**config.mk**
```make
export PLATFORM = sky130hd
export DESIGN_NAME = lead_counter_timer_executor
export DESIGN_NICKNAME = d
export VERILOG_FILES = /design/src/lead_exec_pkg.sv /design/src/lead_counter_timer_executor.sv
export SDC_FILE = /design/constraint.sdc
export NUM_CORES = 1
export LEC_CHECK = 0
export ABC_AREA = 1
export BUFFER_PORTS_ARGS = -buffer_cell sky130_fd_sc_hd__clkbuf_2
export CORE_MARGIN = 3
export CORE_UTILIZATION = 50
export DETAILED_ROUTE_END_ITERATION = 16
export PLACE_DENSITY = 0.7
export SLEW_MARGIN = 10
export SYNTH_ARGS = -nofsm -noshare
export SYNTH_HDL_FRONTEND = slang
export SYNTH_SLANG_ARGS = --single-unit
export TNS_END_PERCENT = 20
```
**constraint.sdc**
```tcl
create_clock -name clk_sys -period 42.7 [get_ports clk_sys]
set_input_delay 10.675 -clock clk_sys [delete_from_list [all_inputs] [get_ports clk_sys]]
set_output_delay 10.675 -clock clk_sys [all_outputs]
set_load 0.02 [all_outputs]
```
**src/lead_exec_pkg.sv**
```systemverilog
// lead_exec_pkg: opcodes, lead positions, timing counts and carrier types
// assumes a 100 MHz system clock and two-digit decimal opcodes in bcd-free binary
package lead_exec_pkg;
  localparam int CLK_HZ = 100_000_000;
  localparam int MS_PER_S = 1000;
  localparam int TONE_MIN_MS = 250; // quarter second
  localparam int CYC_PER_MS = CLK_HZ / MS_PER_S;
  localparam int TONE_MIN_CYC = TONE_MIN_MS * CYC_PER_MS;
  // opcodes
  localparam logic [6:0] OP_START = 7'h01;
  localparam logic [6:0] OP_TONE_ON = 7'h22; // 34
  localparam logic [6:0] OP_TONE_OFF = 7'h23; // 35
  localparam logic [6:0] OP_DISP_ON = 7'h24; // 36
  localparam logic [6:0] OP_DISP_OFF = 7'h25; // 37
  localparam logic [6:0] OP_CHAIN = 7'h26; // 38
  localparam logic [6:0] OP_ALL_OFF = 7'h28; // 40
  localparam logic [6:0] OP_LEAD_ON = 7'h29; // 41
  localparam logic [6:0] OP_LEAD_OFF = 7'h2A; // 42
  localparam logic [6:0] OP_SKIP_ON = 7'h2B; // 43
  localparam logic [6:0] OP_SKIP_OFF = 7'h2C; // 44
  localparam logic [6:0] OP_SET_C = 7'h2D; // 45
  localparam logic [6:0] OP_SET_D = 7'h2E; // 46
  localparam logic [6:0] OP_WAIT = 7'h32; // 50
  localparam logic [6:0] OP_SET_A = 7'h33; // 51
  localparam logic [6:0] OP_SET_B = 7'h34; // 52
  localparam logic [6:0] OP_INC = 7'h35; // 53
  localparam logic [6:0] OP_DEC = 7'h36; // 54
  localparam logic [6:0] OP_SKIP_ZERO = 7'h38; // 56
  localparam logic [6:0] OP_CLR_TMR = 7'h39; // 57
  localparam logic [6:0] OP_SET_TMR = 7'h3A; // 58
  localparam logic [6:0] OP_SHOW_TMR = 7'h3B; // 59
  localparam logic [6:0] OP_STORE_TMR = 7'h3C; // 60
  // lead numbers
  localparam logic [4:0] LD_ALL = 5'h03;
  localparam logic [4:0] LD_4 = 5'h04;
  localparam logic [4:0] LD_5 = 5'h05;
  localparam logic [4:0] LD_6 = 5'h06;
  localparam logic [4:0] LD_8 = 5'h08;
  localparam logic [4:0] LD_11 = 5'h0B;
  localparam logic [4:0] LD_18 = 5'h12;
  localparam logic [4:0] LD_20 = 5'h14;
  localparam logic [4:0] LD_21 = 5'h15;
  localparam logic [4:0] LD_22 = 5'h16;
  // lead vector bit positions
  localparam int B4 = 0;
  localparam int B20 = 1;
  localparam int B11 = 2;
  localparam int B5 = 3;
  localparam int B6 = 4;
  localparam int B8 = 5;
  localparam int B22 = 6;
  localparam int B18 = 7;
  localparam int NLEAD = 8;
  localparam logic [7:0] DTE_MASK = 8'h07;
  localparam logic [7:0] DCE_MASK = 8'hF8;
  localparam logic [7:0] KEEP_MASK = 8'h12; // leads 6 and 20
  localparam logic [3:0] MAX_CHAIN = 4'h9;
  localparam logic [7:0] CHAIN_STEP = 8'h19; // 25 characters
  localparam logic [6:0] AB_MAX = 7'h63; // 99
  localparam logic [13:0] CD_MAX = 14'h270F; // 9999
  localparam logic [16:0] WAIT_BASIC_MAX = 17'h0270F;
  localparam logic [16:0] WAIT_ZERO = 17'h0FFFF; // 65535
  localparam logic [6:0] MS_RANGE_MAX = 7'h7F; // 127 ms / 12.7 s
  localparam logic [6:0] SEC_SET_MAX = 7'h63; // 9.9 s in tenths
  localparam logic [16:0] TENTH_MS = 17'h00064; // 100 ms
  localparam int NCNT = 12;

  // one instruction as handed to the executor
  typedef struct packed {
    logic [6:0] opcode;
    logic [16:0] value; // numeric argument
    logic [3:0] letter; // counter select, 0 = A
    logic point; // argument had a decimal point
  } instr_t;

  // result of one instruction
  typedef struct packed {
    logic skip; // skip next instruction
    logic chain_err; // chain limit exceeded
  } result_t;
endpackage : lead_exec_pkg

```
**src/lead_counter_timer_executor.sv**
```systemverilog
// lead_counter_timer_executor: runs control-lead, counter, timer and display instructions
// assumes a sequencer hands one instruction per issue pulse and waits for done
`timescale 1ns/10ps
`default_nettype none
// Overview of operation
// tone-off silences alarm only after quarter second; extended level ends tone itself
// display-on enables receiver data display; default on until display-off
// programs at 50 kbps or faster must issue display-off
// each chain adds 25 characters; at most nine chains, 250 characters
// all-leads-off clears controlled leads except leads 6 and 20
// lead-on asserts one lead valid in current terminal or modem role
// lead-on argument 3 asserts every lead of the current role
// extended level maps argument 21 onto lead 22 for lead-on and lead-off
// lead-off clears named lead; argument 3 clears all role leads
// skip-if-lead-on skips next instruction when sampled lead is on
// skip-if-lead-off skips next instruction when sampled lead is off
// counters C and D hold 0 to 9999, preset from argument; only the preset is clamped, increment and decrement do not stop at 9999 or 0
// wait stalls given milliseconds; basic 9999 max, extended 65535, zero gives 65535; extended level loads larger arguments unclamped
// counters A and B preset 0 to 99; program start clears both
// increment and decrement act on counter A through L
// skip-if-zero skips next when counter A to D holds zero
// clear-timer zeroes and starts the up-counting interval timer
// set-timer loads 1 to 127 ms, or 0.1 to 9.9 s with decimal point
// set-timer skips next; expiry interrupts back to it; clear-timer cancels at basic level
// basic level shares one timer; extended level has two
// display-timer shows elapsed time wrapping at 12.7 s, or remaining time
// extended level store-timer copies interval timer into counter L
// reserved opcodes act as no-operation
module lead_counter_timer_executor import lead_exec_pkg::*; #(
  parameter int TONE_CYC = TONE_MIN_CYC,
  parameter int MS_CYC = CYC_PER_MS
) (
  input wire logic clk_sys, // system clock
  input wire logic reset, // async reset, active high
  input wire logic issue, // one-cycle instruction strobe
  input wire instr_t instr, // instruction with argument
  input wire logic extended, // extended level selected
  input wire logic modem_simulation_role, // 1 modem role, 0 terminal role
  input wire logic [NLEAD-1:0] lead_in, // sensed lead levels, async
  output logic done, // instruction complete pulse
  output result_t result, // outcome with done
  output logic [NLEAD-1:0] lead_out, // driven leads
  output logic tone, // alarm tone on
  output logic display_en, // receiver data display enabled
  output logic timer_irq, // countdown expired, resume skipped step
  output logic [16:0] timer_show, // display-timer value
  output logic [7:0] arg_len // current argument length
);
  logic [NLEAD-1:0] lead_r, lead_s1_r, lead_s2_r;
  logic done_r, tone_r, disp_r, irq_r;
  result_t res_r;
  logic [7:0] len_r;
  logic [3:0] nchain_r;
  logic [16:0] cnt_r [NCNT];
  logic [31:0] tone_cnt_r;
  logic tone_off_pend_r;
  logic wait_r;
  logic [16:0] wait_ms_r;
  logic [31:0] ms_div_r;
  logic ms_tick;
  logic [16:0] up_r, down_r; // ms counts
  logic down_run_r, up_run_r;
  logic [16:0] tmr_mode_show_r;
  logic show_down_r;
  logic [16:0] timer_now; // timer value shown or stored

  // map an argument lead number onto the lead vector
  function automatic logic [NLEAD-1:0] lead_bit(input logic [4:0] n, input logic ext);
    logic [NLEAD-1:0] b;
    b = '0;
    unique case (n)
      LD_4: b[B4] = 1'b1;
      LD_20: b[B20] = 1'b1;
      LD_11: b[B11] = 1'b1;
      LD_5: b[B5] = 1'b1;
      LD_6: b[B6] = 1'b1;
      LD_8: b[B8] = 1'b1;
      LD_22: b[B22] = 1'b1;
      LD_18: b[B18] = 1'b1;
      LD_21: b[B22] = ext;
      default: b = '0;
    endcase
    return b;
  endfunction : lead_bit

  logic [NLEAD-1:0] role_mask, sel_bit, sel_any;
  logic [4:0] lead_arg;
  assign role_mask = modem_simulation_role ? DCE_MASK : DTE_MASK;
  assign lead_arg = instr.value[4:0];
  assign sel_bit = lead_bit(lead_arg, extended) & role_mask;
  assign sel_any = lead_bit(lead_arg, extended);
  assign ms_tick = (ms_div_r == 32'(MS_CYC - 1));

  // input synchroniser for sensed leads
  always_ff @(posedge clk_sys or posedge reset) begin
    if (reset) begin
      lead_s1_r <= '0;
      lead_s2_r <= '0;
    end else begin
      lead_s1_r <= lead_in;
      lead_s2_r <= lead_s1_r;
    end
  end

  // millisecond prescaler
  always_ff @(posedge clk_sys or posedge reset) begin
    if (reset) begin
      ms_div_r <= '0;
    end else if (ms_tick) begin
      ms_div_r <= '0;
    end else begin
      ms_div_r <= ms_div_r + 32'd1;
    end
  end

  // driven leads
  always_ff @(posedge clk_sys or posedge reset) begin
    if (reset) begin
      lead_r <= '0;
    end else if (issue) begin
      unique case (instr.opcode)
        OP_ALL_OFF: lead_r <= lead_r & KEEP_MASK;
        OP_LEAD_ON: begin
          if (lead_arg == LD_ALL) begin
            lead_r <= lead_r | role_mask;
          end else begin
            lead_r <= lead_r | sel_bit;
          end
        end
        OP_LEAD_OFF: begin
          if (lead_arg == LD_ALL) begin
            lead_r <= lead_r & ~role_mask;
          end else begin
            lead_r <= lead_r & ~sel_bit;
          end
        end
        default: lead_r <= lead_r;
      endcase
    end
  end

  // alarm tone with minimum on time
  always_ff @(posedge clk_sys or posedge reset) begin
    if (reset) begin
      tone_r <= 1'b0;
      tone_cnt_r <= '0;
      tone_off_pend_r <= 1'b0;
    end else if (issue && instr.opcode == OP_TONE_ON) begin
      tone_r <= 1'b1;
      tone_cnt_r <= '0;
      tone_off_pend_r <= 1'b0;
    end else if (tone_r) begin
      if (tone_cnt_r < 32'(TONE_CYC)) begin
        tone_cnt_r <= tone_cnt_r + 32'd1;
      end
      if (issue && instr.opcode == OP_TONE_OFF) begin
        tone_off_pend_r <= 1'b1;
      end
      if (tone_cnt_r >= 32'(TONE_CYC - 1) &&
          (extended || tone_off_pend_r || (issue && instr.opcode == OP_TONE_OFF))) begin
        tone_r <= 1'b0;
        tone_off_pend_r <= 1'b0;
      end
    end
  end

  // receiver data display gate
  always_ff @(posedge clk_sys or posedge reset) begin
    if (reset) begin
      disp_r <= 1'b1;
    end else if (issue && instr.opcode == OP_DISP_ON) begin
      disp_r <= 1'b1;
    end else if (issue && instr.opcode == OP_DISP_OFF) begin
      disp_r <= 1'b0;
    end
  end

  // argument chaining
  always_ff @(posedge clk_sys or posedge reset) begin
    if (reset) begin
      len_r <= CHAIN_STEP;
      nchain_r <= '0;
    end else if (issue) begin
      if (instr.opcode == OP_CHAIN) begin
        if (nchain_r < MAX_CHAIN) begin
          nchain_r <= nchain_r + 4'd1;
          len_r <= len_r + CHAIN_STEP;
        end
      end else begin
        nchain_r <= '0;
        len_r <= CHAIN_STEP;
      end
    end
  end

  // counters A to L
  always_ff @(posedge clk_sys or posedge reset) begin
    if (reset) begin
      for (int i = 0; i < NCNT; i++) begin
        cnt_r[i] <= '0;
      end
    end else if (issue) begin
      unique case (instr.opcode)
        OP_START: begin
          cnt_r[0] <= '0;
          cnt_r[1] <= '0;
        end
        OP_SET_A: cnt_r[0] <= (instr.value > 17'(AB_MAX)) ? 17'(AB_MAX) : instr.value;
        OP_SET_B: cnt_r[1] <= (instr.value > 17'(AB_MAX)) ? 17'(AB_MAX) : instr.value;
        OP_SET_C: cnt_r[2] <= (instr.value > 17'(CD_MAX)) ? 17'(CD_MAX) : instr.value;
        OP_SET_D: cnt_r[3] <= (instr.value > 17'(CD_MAX)) ? 17'(CD_MAX) : instr.value;
        OP_INC: if (instr.letter < 4'(NCNT)) begin
          cnt_r[instr.letter] <= cnt_r[instr.letter] + 17'd1;
        end
        OP_DEC: if (instr.letter < 4'(NCNT)) begin
          cnt_r[instr.letter] <= cnt_r[instr.letter] - 17'd1;
        end
        OP_STORE_TMR: if (extended) begin
          cnt_r[NCNT-1] <= timer_now;
        end
        default: cnt_r[0] <= cnt_r[0];
      endcase
    end
  end

  // wait instruction
  always_ff @(posedge clk_sys or posedge reset) begin
    if (reset) begin
      wait_r <= 1'b0;
      wait_ms_r <= '0;
    end else if (issue && instr.opcode == OP_WAIT) begin
      wait_r <= 1'b1;
      if (instr.value == '0) begin
        wait_ms_r <= WAIT_ZERO;
      end else if (!extended && instr.value > WAIT_BASIC_MAX) begin
        wait_ms_r <= WAIT_BASIC_MAX;
      end else begin
        wait_ms_r <= instr.value;
      end
    end else if (wait_r && ms_tick) begin
      if (wait_ms_r <= 17'd1) begin
        wait_r <= 1'b0;
      end
      wait_ms_r <= wait_ms_r - 17'd1;
    end
  end

  // set-timer countdown length in ms
  logic [16:0] set_ms;
  always_comb begin
    set_ms = '0;
    if (instr.point) begin
      set_ms = 17'((instr.value > 17'(SEC_SET_MAX) ? 17'(SEC_SET_MAX) : instr.value) *
                   TENTH_MS);
    end else begin
      set_ms = (instr.value > 17'(MS_RANGE_MAX)) ? 17'(MS_RANGE_MAX) : instr.value;
    end
  end

  logic [16:0] up_wrap;
  assign up_wrap = 17'(17'(MS_RANGE_MAX) * TENTH_MS); // 12.7 s
  assign timer_now = show_down_r ? down_r : up_r;

  // interval timers; basic level shares, extended separates
  always_ff @(posedge clk_sys or posedge reset) begin
    if (reset) begin
      up_r <= '0;
      up_run_r <= 1'b0;
      down_r <= '0;
      down_run_r <= 1'b0;
      irq_r <= 1'b0;
      show_down_r <= 1'b0;
    end else begin
      irq_r <= 1'b0;
      if (issue && instr.opcode == OP_CLR_TMR) begin
        up_r <= '0;
        up_run_r <= 1'b1;
        show_down_r <= 1'b0;
        if (!extended) begin
          down_run_r <= 1'b0;
        end
      end else if (issue && instr.opcode == OP_SET_TMR) begin
        down_r <= set_ms;
        down_run_r <= (set_ms != '0);
        show_down_r <= 1'b1;
        if (!extended) begin
          up_run_r <= 1'b0;
        end
      end else begin
        if (up_run_r && ms_tick) begin
          up_r <= (up_r >= up_wrap) ? 17'd0 : up_r + 17'd1;
        end
        if (down_run_r && ms_tick) begin
          down_r <= down_r - 17'd1;
          if (down_r == 17'd1) begin
            down_run_r <= 1'b0;
            irq_r <= 1'b1;
          end
        end
      end
    end
  end

  // display-timer value, latched on instruction
  always_ff @(posedge clk_sys or posedge reset) begin
    if (reset) begin
      tmr_mode_show_r <= '0;
    end else if (issue && instr.opcode == OP_SHOW_TMR) begin
      tmr_mode_show_r <= timer_now;
    end
  end

  // completion and skip outcome
  always_ff @(posedge clk_sys or posedge reset) begin
    if (reset) begin
      done_r <= 1'b0;
      res_r <= '0;
    end else begin
      done_r <= 1'b0;
      if (wait_r && ms_tick && wait_ms_r <= 17'd1) begin
        done_r <= 1'b1;
        res_r <= '0;
      end else if (issue && instr.opcode != OP_WAIT) begin
        done_r <= 1'b1;
        res_r <= '0;
        unique case (instr.opcode)
          OP_SKIP_ON: res_r.skip <= |(sel_any & lead_s2_r);
          OP_SKIP_OFF: res_r.skip <= ~|(sel_any & lead_s2_r);
          OP_SKIP_ZERO: res_r.skip <= (instr.letter < 4'd4) &&
                                      (cnt_r[instr.letter] == '0);
          OP_SET_TMR: res_r.skip <= 1'b1;
          OP_CHAIN: res_r.chain_err <= (nchain_r >= MAX_CHAIN);
          default: res_r <= '0;
        endcase
      end
    end
  end

  assign done = done_r;
  assign result = res_r;
  assign lead_out = lead_r;
  assign tone = tone_r;
  assign display_en = disp_r;
  assign timer_irq = irq_r;
  assign timer_show = tmr_mode_show_r;
  assign arg_len = len_r;
endmodule : lead_counter_timer_executor
`default_nettype wire

```
==> summary.md <==
| Metric | Value |
|---|---|
| Status | completed |
| Largest net degree at the start of global routing | between 100 and 150 |
| Sequential area share after synthesis | 0.389 |
| Detail Placement HPWL | between 50 and 60 mm |
| Cell count after synthesis | roughly 3600 |
| Power Density | between 30 and 40 mW/mm2 |
| Slew HR | 0.128 |
| CTS tree | done |
| Commonest non-fill, non-tap cell in the layout | nand2_1 |
| First-pass GRT wire length | ~120 mm |
| Clock sink total | roughly 380 |
| Post-synth top area share | 0.384 |
| Reg-to-Reg Start | ms_div_r[16]$_DFF_PP0_ |
| Synthesis Warnings | 0 |
| Final min period | around 14 ns |
| Post-Route WL | around 76 mm |
| Starting DRT DRC Count | 2476 |
| CP max FO | 6 |
| # rows | 80 |
| Worst setup EP type | flop |
| CTS hold repair buffers | 0 |
| Count of different cell masters after synthesis | 63 |
| WL/cell | 17.5 um |
| Clk slew on worst S/H paths | 0.06 ns |
| Core Util, Final | 0.563 |
| GRT Residual Overflow | 0 |
| Total Power | slightly above 0.9 mW |
| GR Util met1 | 0.414 |
| CP arrival | between 10 and 15 ns |
| Pre-antenna DRT Iters | 7 |
| Max-cap violations | 0 |
| Ys async rst share | 1.00 |
| Die height | ~230 um |
| Final setup TNS | 0 ns |
| Crit path launch type | input port |
| Worst-case clock skew | between 0.015 and 0.02 ns |
| Register area | 0.00959 mm2 |
| Avg Cell Area, Syn | 6.86 um2 |
| Cts repair resizes | 0 |
| EDFF count, synth | 0 |
| Core footprint | approximately 0.048 mm2 |
| Commonest cells after routing, fill and taps aside | nand2_1 (1221), inv_1 (395), dfrtp_1 (379) |
| # diodes | 0 |
| Starting Density | 0.511 |
| Top cells by area, synth | dfrtp_1 (38%), nand2_1 (19%), nand3_1 (6.3%) |
| Slew of the pin with the lowest slew margin | ~1.3 ns |
| R2r worst-path depth | 11 |
| GR Util met3 | 0.0439 |
| Hold path depth | 0 |
| Area taken by multi-input logic gates | 0.0130 mm2 |
| Final setup violation count | 0 |
| Worst-skew pair later-pin latency | approximately 0.58 ns |
| Worst Hold Class | flop to flop |
| Period utilisation layout | 0.331 |
| Post-CTS Setup Bufs | 0 |
| Routability cong. | a little over 1 |
| Pleak | between 10 and 15 nW |
| Die width | 228 um |
| Met2 GRT Util | 0.441 |
| Setup repair after global routing missed its margin | no |
| Number of antenna violations at the first check in global routing | 0 |
| Clock tree root driver cell | clkbuf_16 |
| Kind of critical path | input port to flop |
| CTS buffer count | 44 |
| Tot GR Track Use | 0.286 |
| Syn Std Cell Area | around 0.025 mm2 |
| Register bit total from synthesis | around 380 |
| Synth Flop Type | dfrtp_1 |
| Port bufs | 80 |
| Layout Area Growth over Synthesis | 10.0% |
| Layout cells sized above 1 | 0.0854 |
| Hold path startpoint | lead_s1_r[3]$_DFF_PP0_ |
| Number of I/O pins | between 80 and 90 |
| Worst VDD drop | around 0.034 mV |
| DR vias | approximately 24000 |
| Synth area leader | dfrtp_1 |
| Final #Nets | 3738 |
| Vias in the first global route | ~22000 |
| Pins Over Slew Limit | 0 |
| Final Hold Vio Count | 0 |
| Fill cells | approximately 4700 |
| Post-route antenna net violation count | 0 |
| Global route hottest layer | met2 |
| R2R setup slack | ~40 ns |
| CTS H-tree depth | 2 |
| DRC errors left | 0 |
| Area of the die | around 0.052 mm2 |
| Critical R2R Capture | up_r[11]$_DFFE_PP0P_ |
| Clock Path Buffers | 3 |
| Critical Path RT | around 43 ns |
| F_max | 70.7 MHz |
| Vias per cell | between 5 and 6 |
| End point of the worst hold path | lead_s2_r[3]$_DFF_PP0_ |
[synthesized netlist by cell type (11+ instances only)]
cell and n:
o211ai_1 24, nand3_2 15, nor4_1 14, a21oi_1 80, dfrtp_1 379, buf_2 21
xnor2_1 14, or2_2 33, nand2_1 1221, nand3_1 313, o21ai_0 235, nand2_2 18
xor2_1 44, nand4_1 40, o22ai_1 19, inv_2 14, nor2_1 316, inv_1 396
ha_1 47, a31oi_1 13, o21ai_1 45, buf_6 11, nor2_2 14, a221oi_1 13
clkbuf_1 78, nor3_1 54
[how the worst max path moves through the flow]
stage	start	to	slack, ns	cells past startpoint
after floorplan	reset	arg_len[1]$_DFFE_PP0P_	21.39	1
after global placement	instr[20]	down_run_r$_DFFE_PP0P_	28.13	25
after detailed placement	instr[20]	down_run_r$_DFFE_PP0P_	28.06	23
after CTS	instr[20]	down_run_r$_DFFE_PP0P_	28.63	23
after global routing	instr[20]	down_run_r$_DFFE_PP0P_	28.17	23
final	instr[20]	down_run_r$_DFFE_PP0P_	28.56	23
[final cells by class]
class,instances,area share
inverters,415,0.0578
multi-input cells,2687,0.479
clock buffers,65,0.0487
repair buffers,109,0.0233
well taps,656,0.0302
clock inverters,16,0.00811
flip-flops and latches,383,0.353
[power by group]
group / switching, mW / internal, mW
Combinational: 0.0918 / 0.0373
Clock: 0.159 / 0.245
Sequential: 0.0168 / 0.383
Total: 0.267 / 0.665
[metrics by stage]
| step | setup WS [ns] | hold WS (ns) | area, um2 | cells |
|---|---|---|---|---|
| final | 28.56 | 0.348 | 27100 | 4331 |
| after global routing | 28.17 | 0.350 | 27100 | 4331 |
| after CTS | 28.63 | 0.348 | 27100 | 4331 |
| after detailed placement | 28.06 | 0.335 | 25600 | 4250 |
| after global placement | 28.13 | 0.332 | 25600 | 4250 |
| after floorplan | 21.39 | 0.331 | 24700 | 3611 |
[cells by family (layout without fill, tap and decap cells)]
group           after synthesis  after routing  synth area share
compound gates              488            488             0.113
xor+xnor                     59             59            0.0212
fa+ha+maj                    56             56            0.0311
buf+inv                     541            605            0.0879
flops                       383            383             0.389
mux                           2              2          0.000811
other cells                   2             14          0.000304
simple gates               2068           2068             0.357
[state kept, by name, indices dropped and copies added (netlist names)]
name	cells
up_run_r	1
wait_r	1
done	1
timer_show	17
up_r	17
display_en	1
down_run_r	1
nchain_r	4
lead_s2_r	8
result	2
tone_off_pend_r	1
ms_div_r	32
tone_cnt_r	32
wait_ms_r	17
timer_irq	1
lead_out	8
down_r	17
lead_s1_r	8
tone	1
show_down_r	1
arg_len	8
cnt_r	204
[critical path, stage by stage]
cell and delay, ns:
clkbuf_2 0.09, inv_1 0.07, nand2_1 0.07, nor2_1 0.21, nand2_1 0.08, nor2_1 0.14, and2_1 0.20, inv_1 0.07
nor2_1 0.28, ha_1 0.30, ha_1 0.32, fa_1 0.47, ha_1 0.39, a21oi_1 0.22, o21ai_0 0.13, a21oi_1 0.22
o21bai_1 0.10, o21ai_0 0.22, nand2_1 0.07, nor2_1 0.09, nand4_1 0.08, nand2_1 0.07, nand2_1 0.05
[metal layers]
metal	up-vias	wire [um]
li1	11638	-
met1	11173	33700
met2	1058	33200
met3	160	6640
met4	0	2500
met5	-	0
Power figures use the tool's default switching activity.
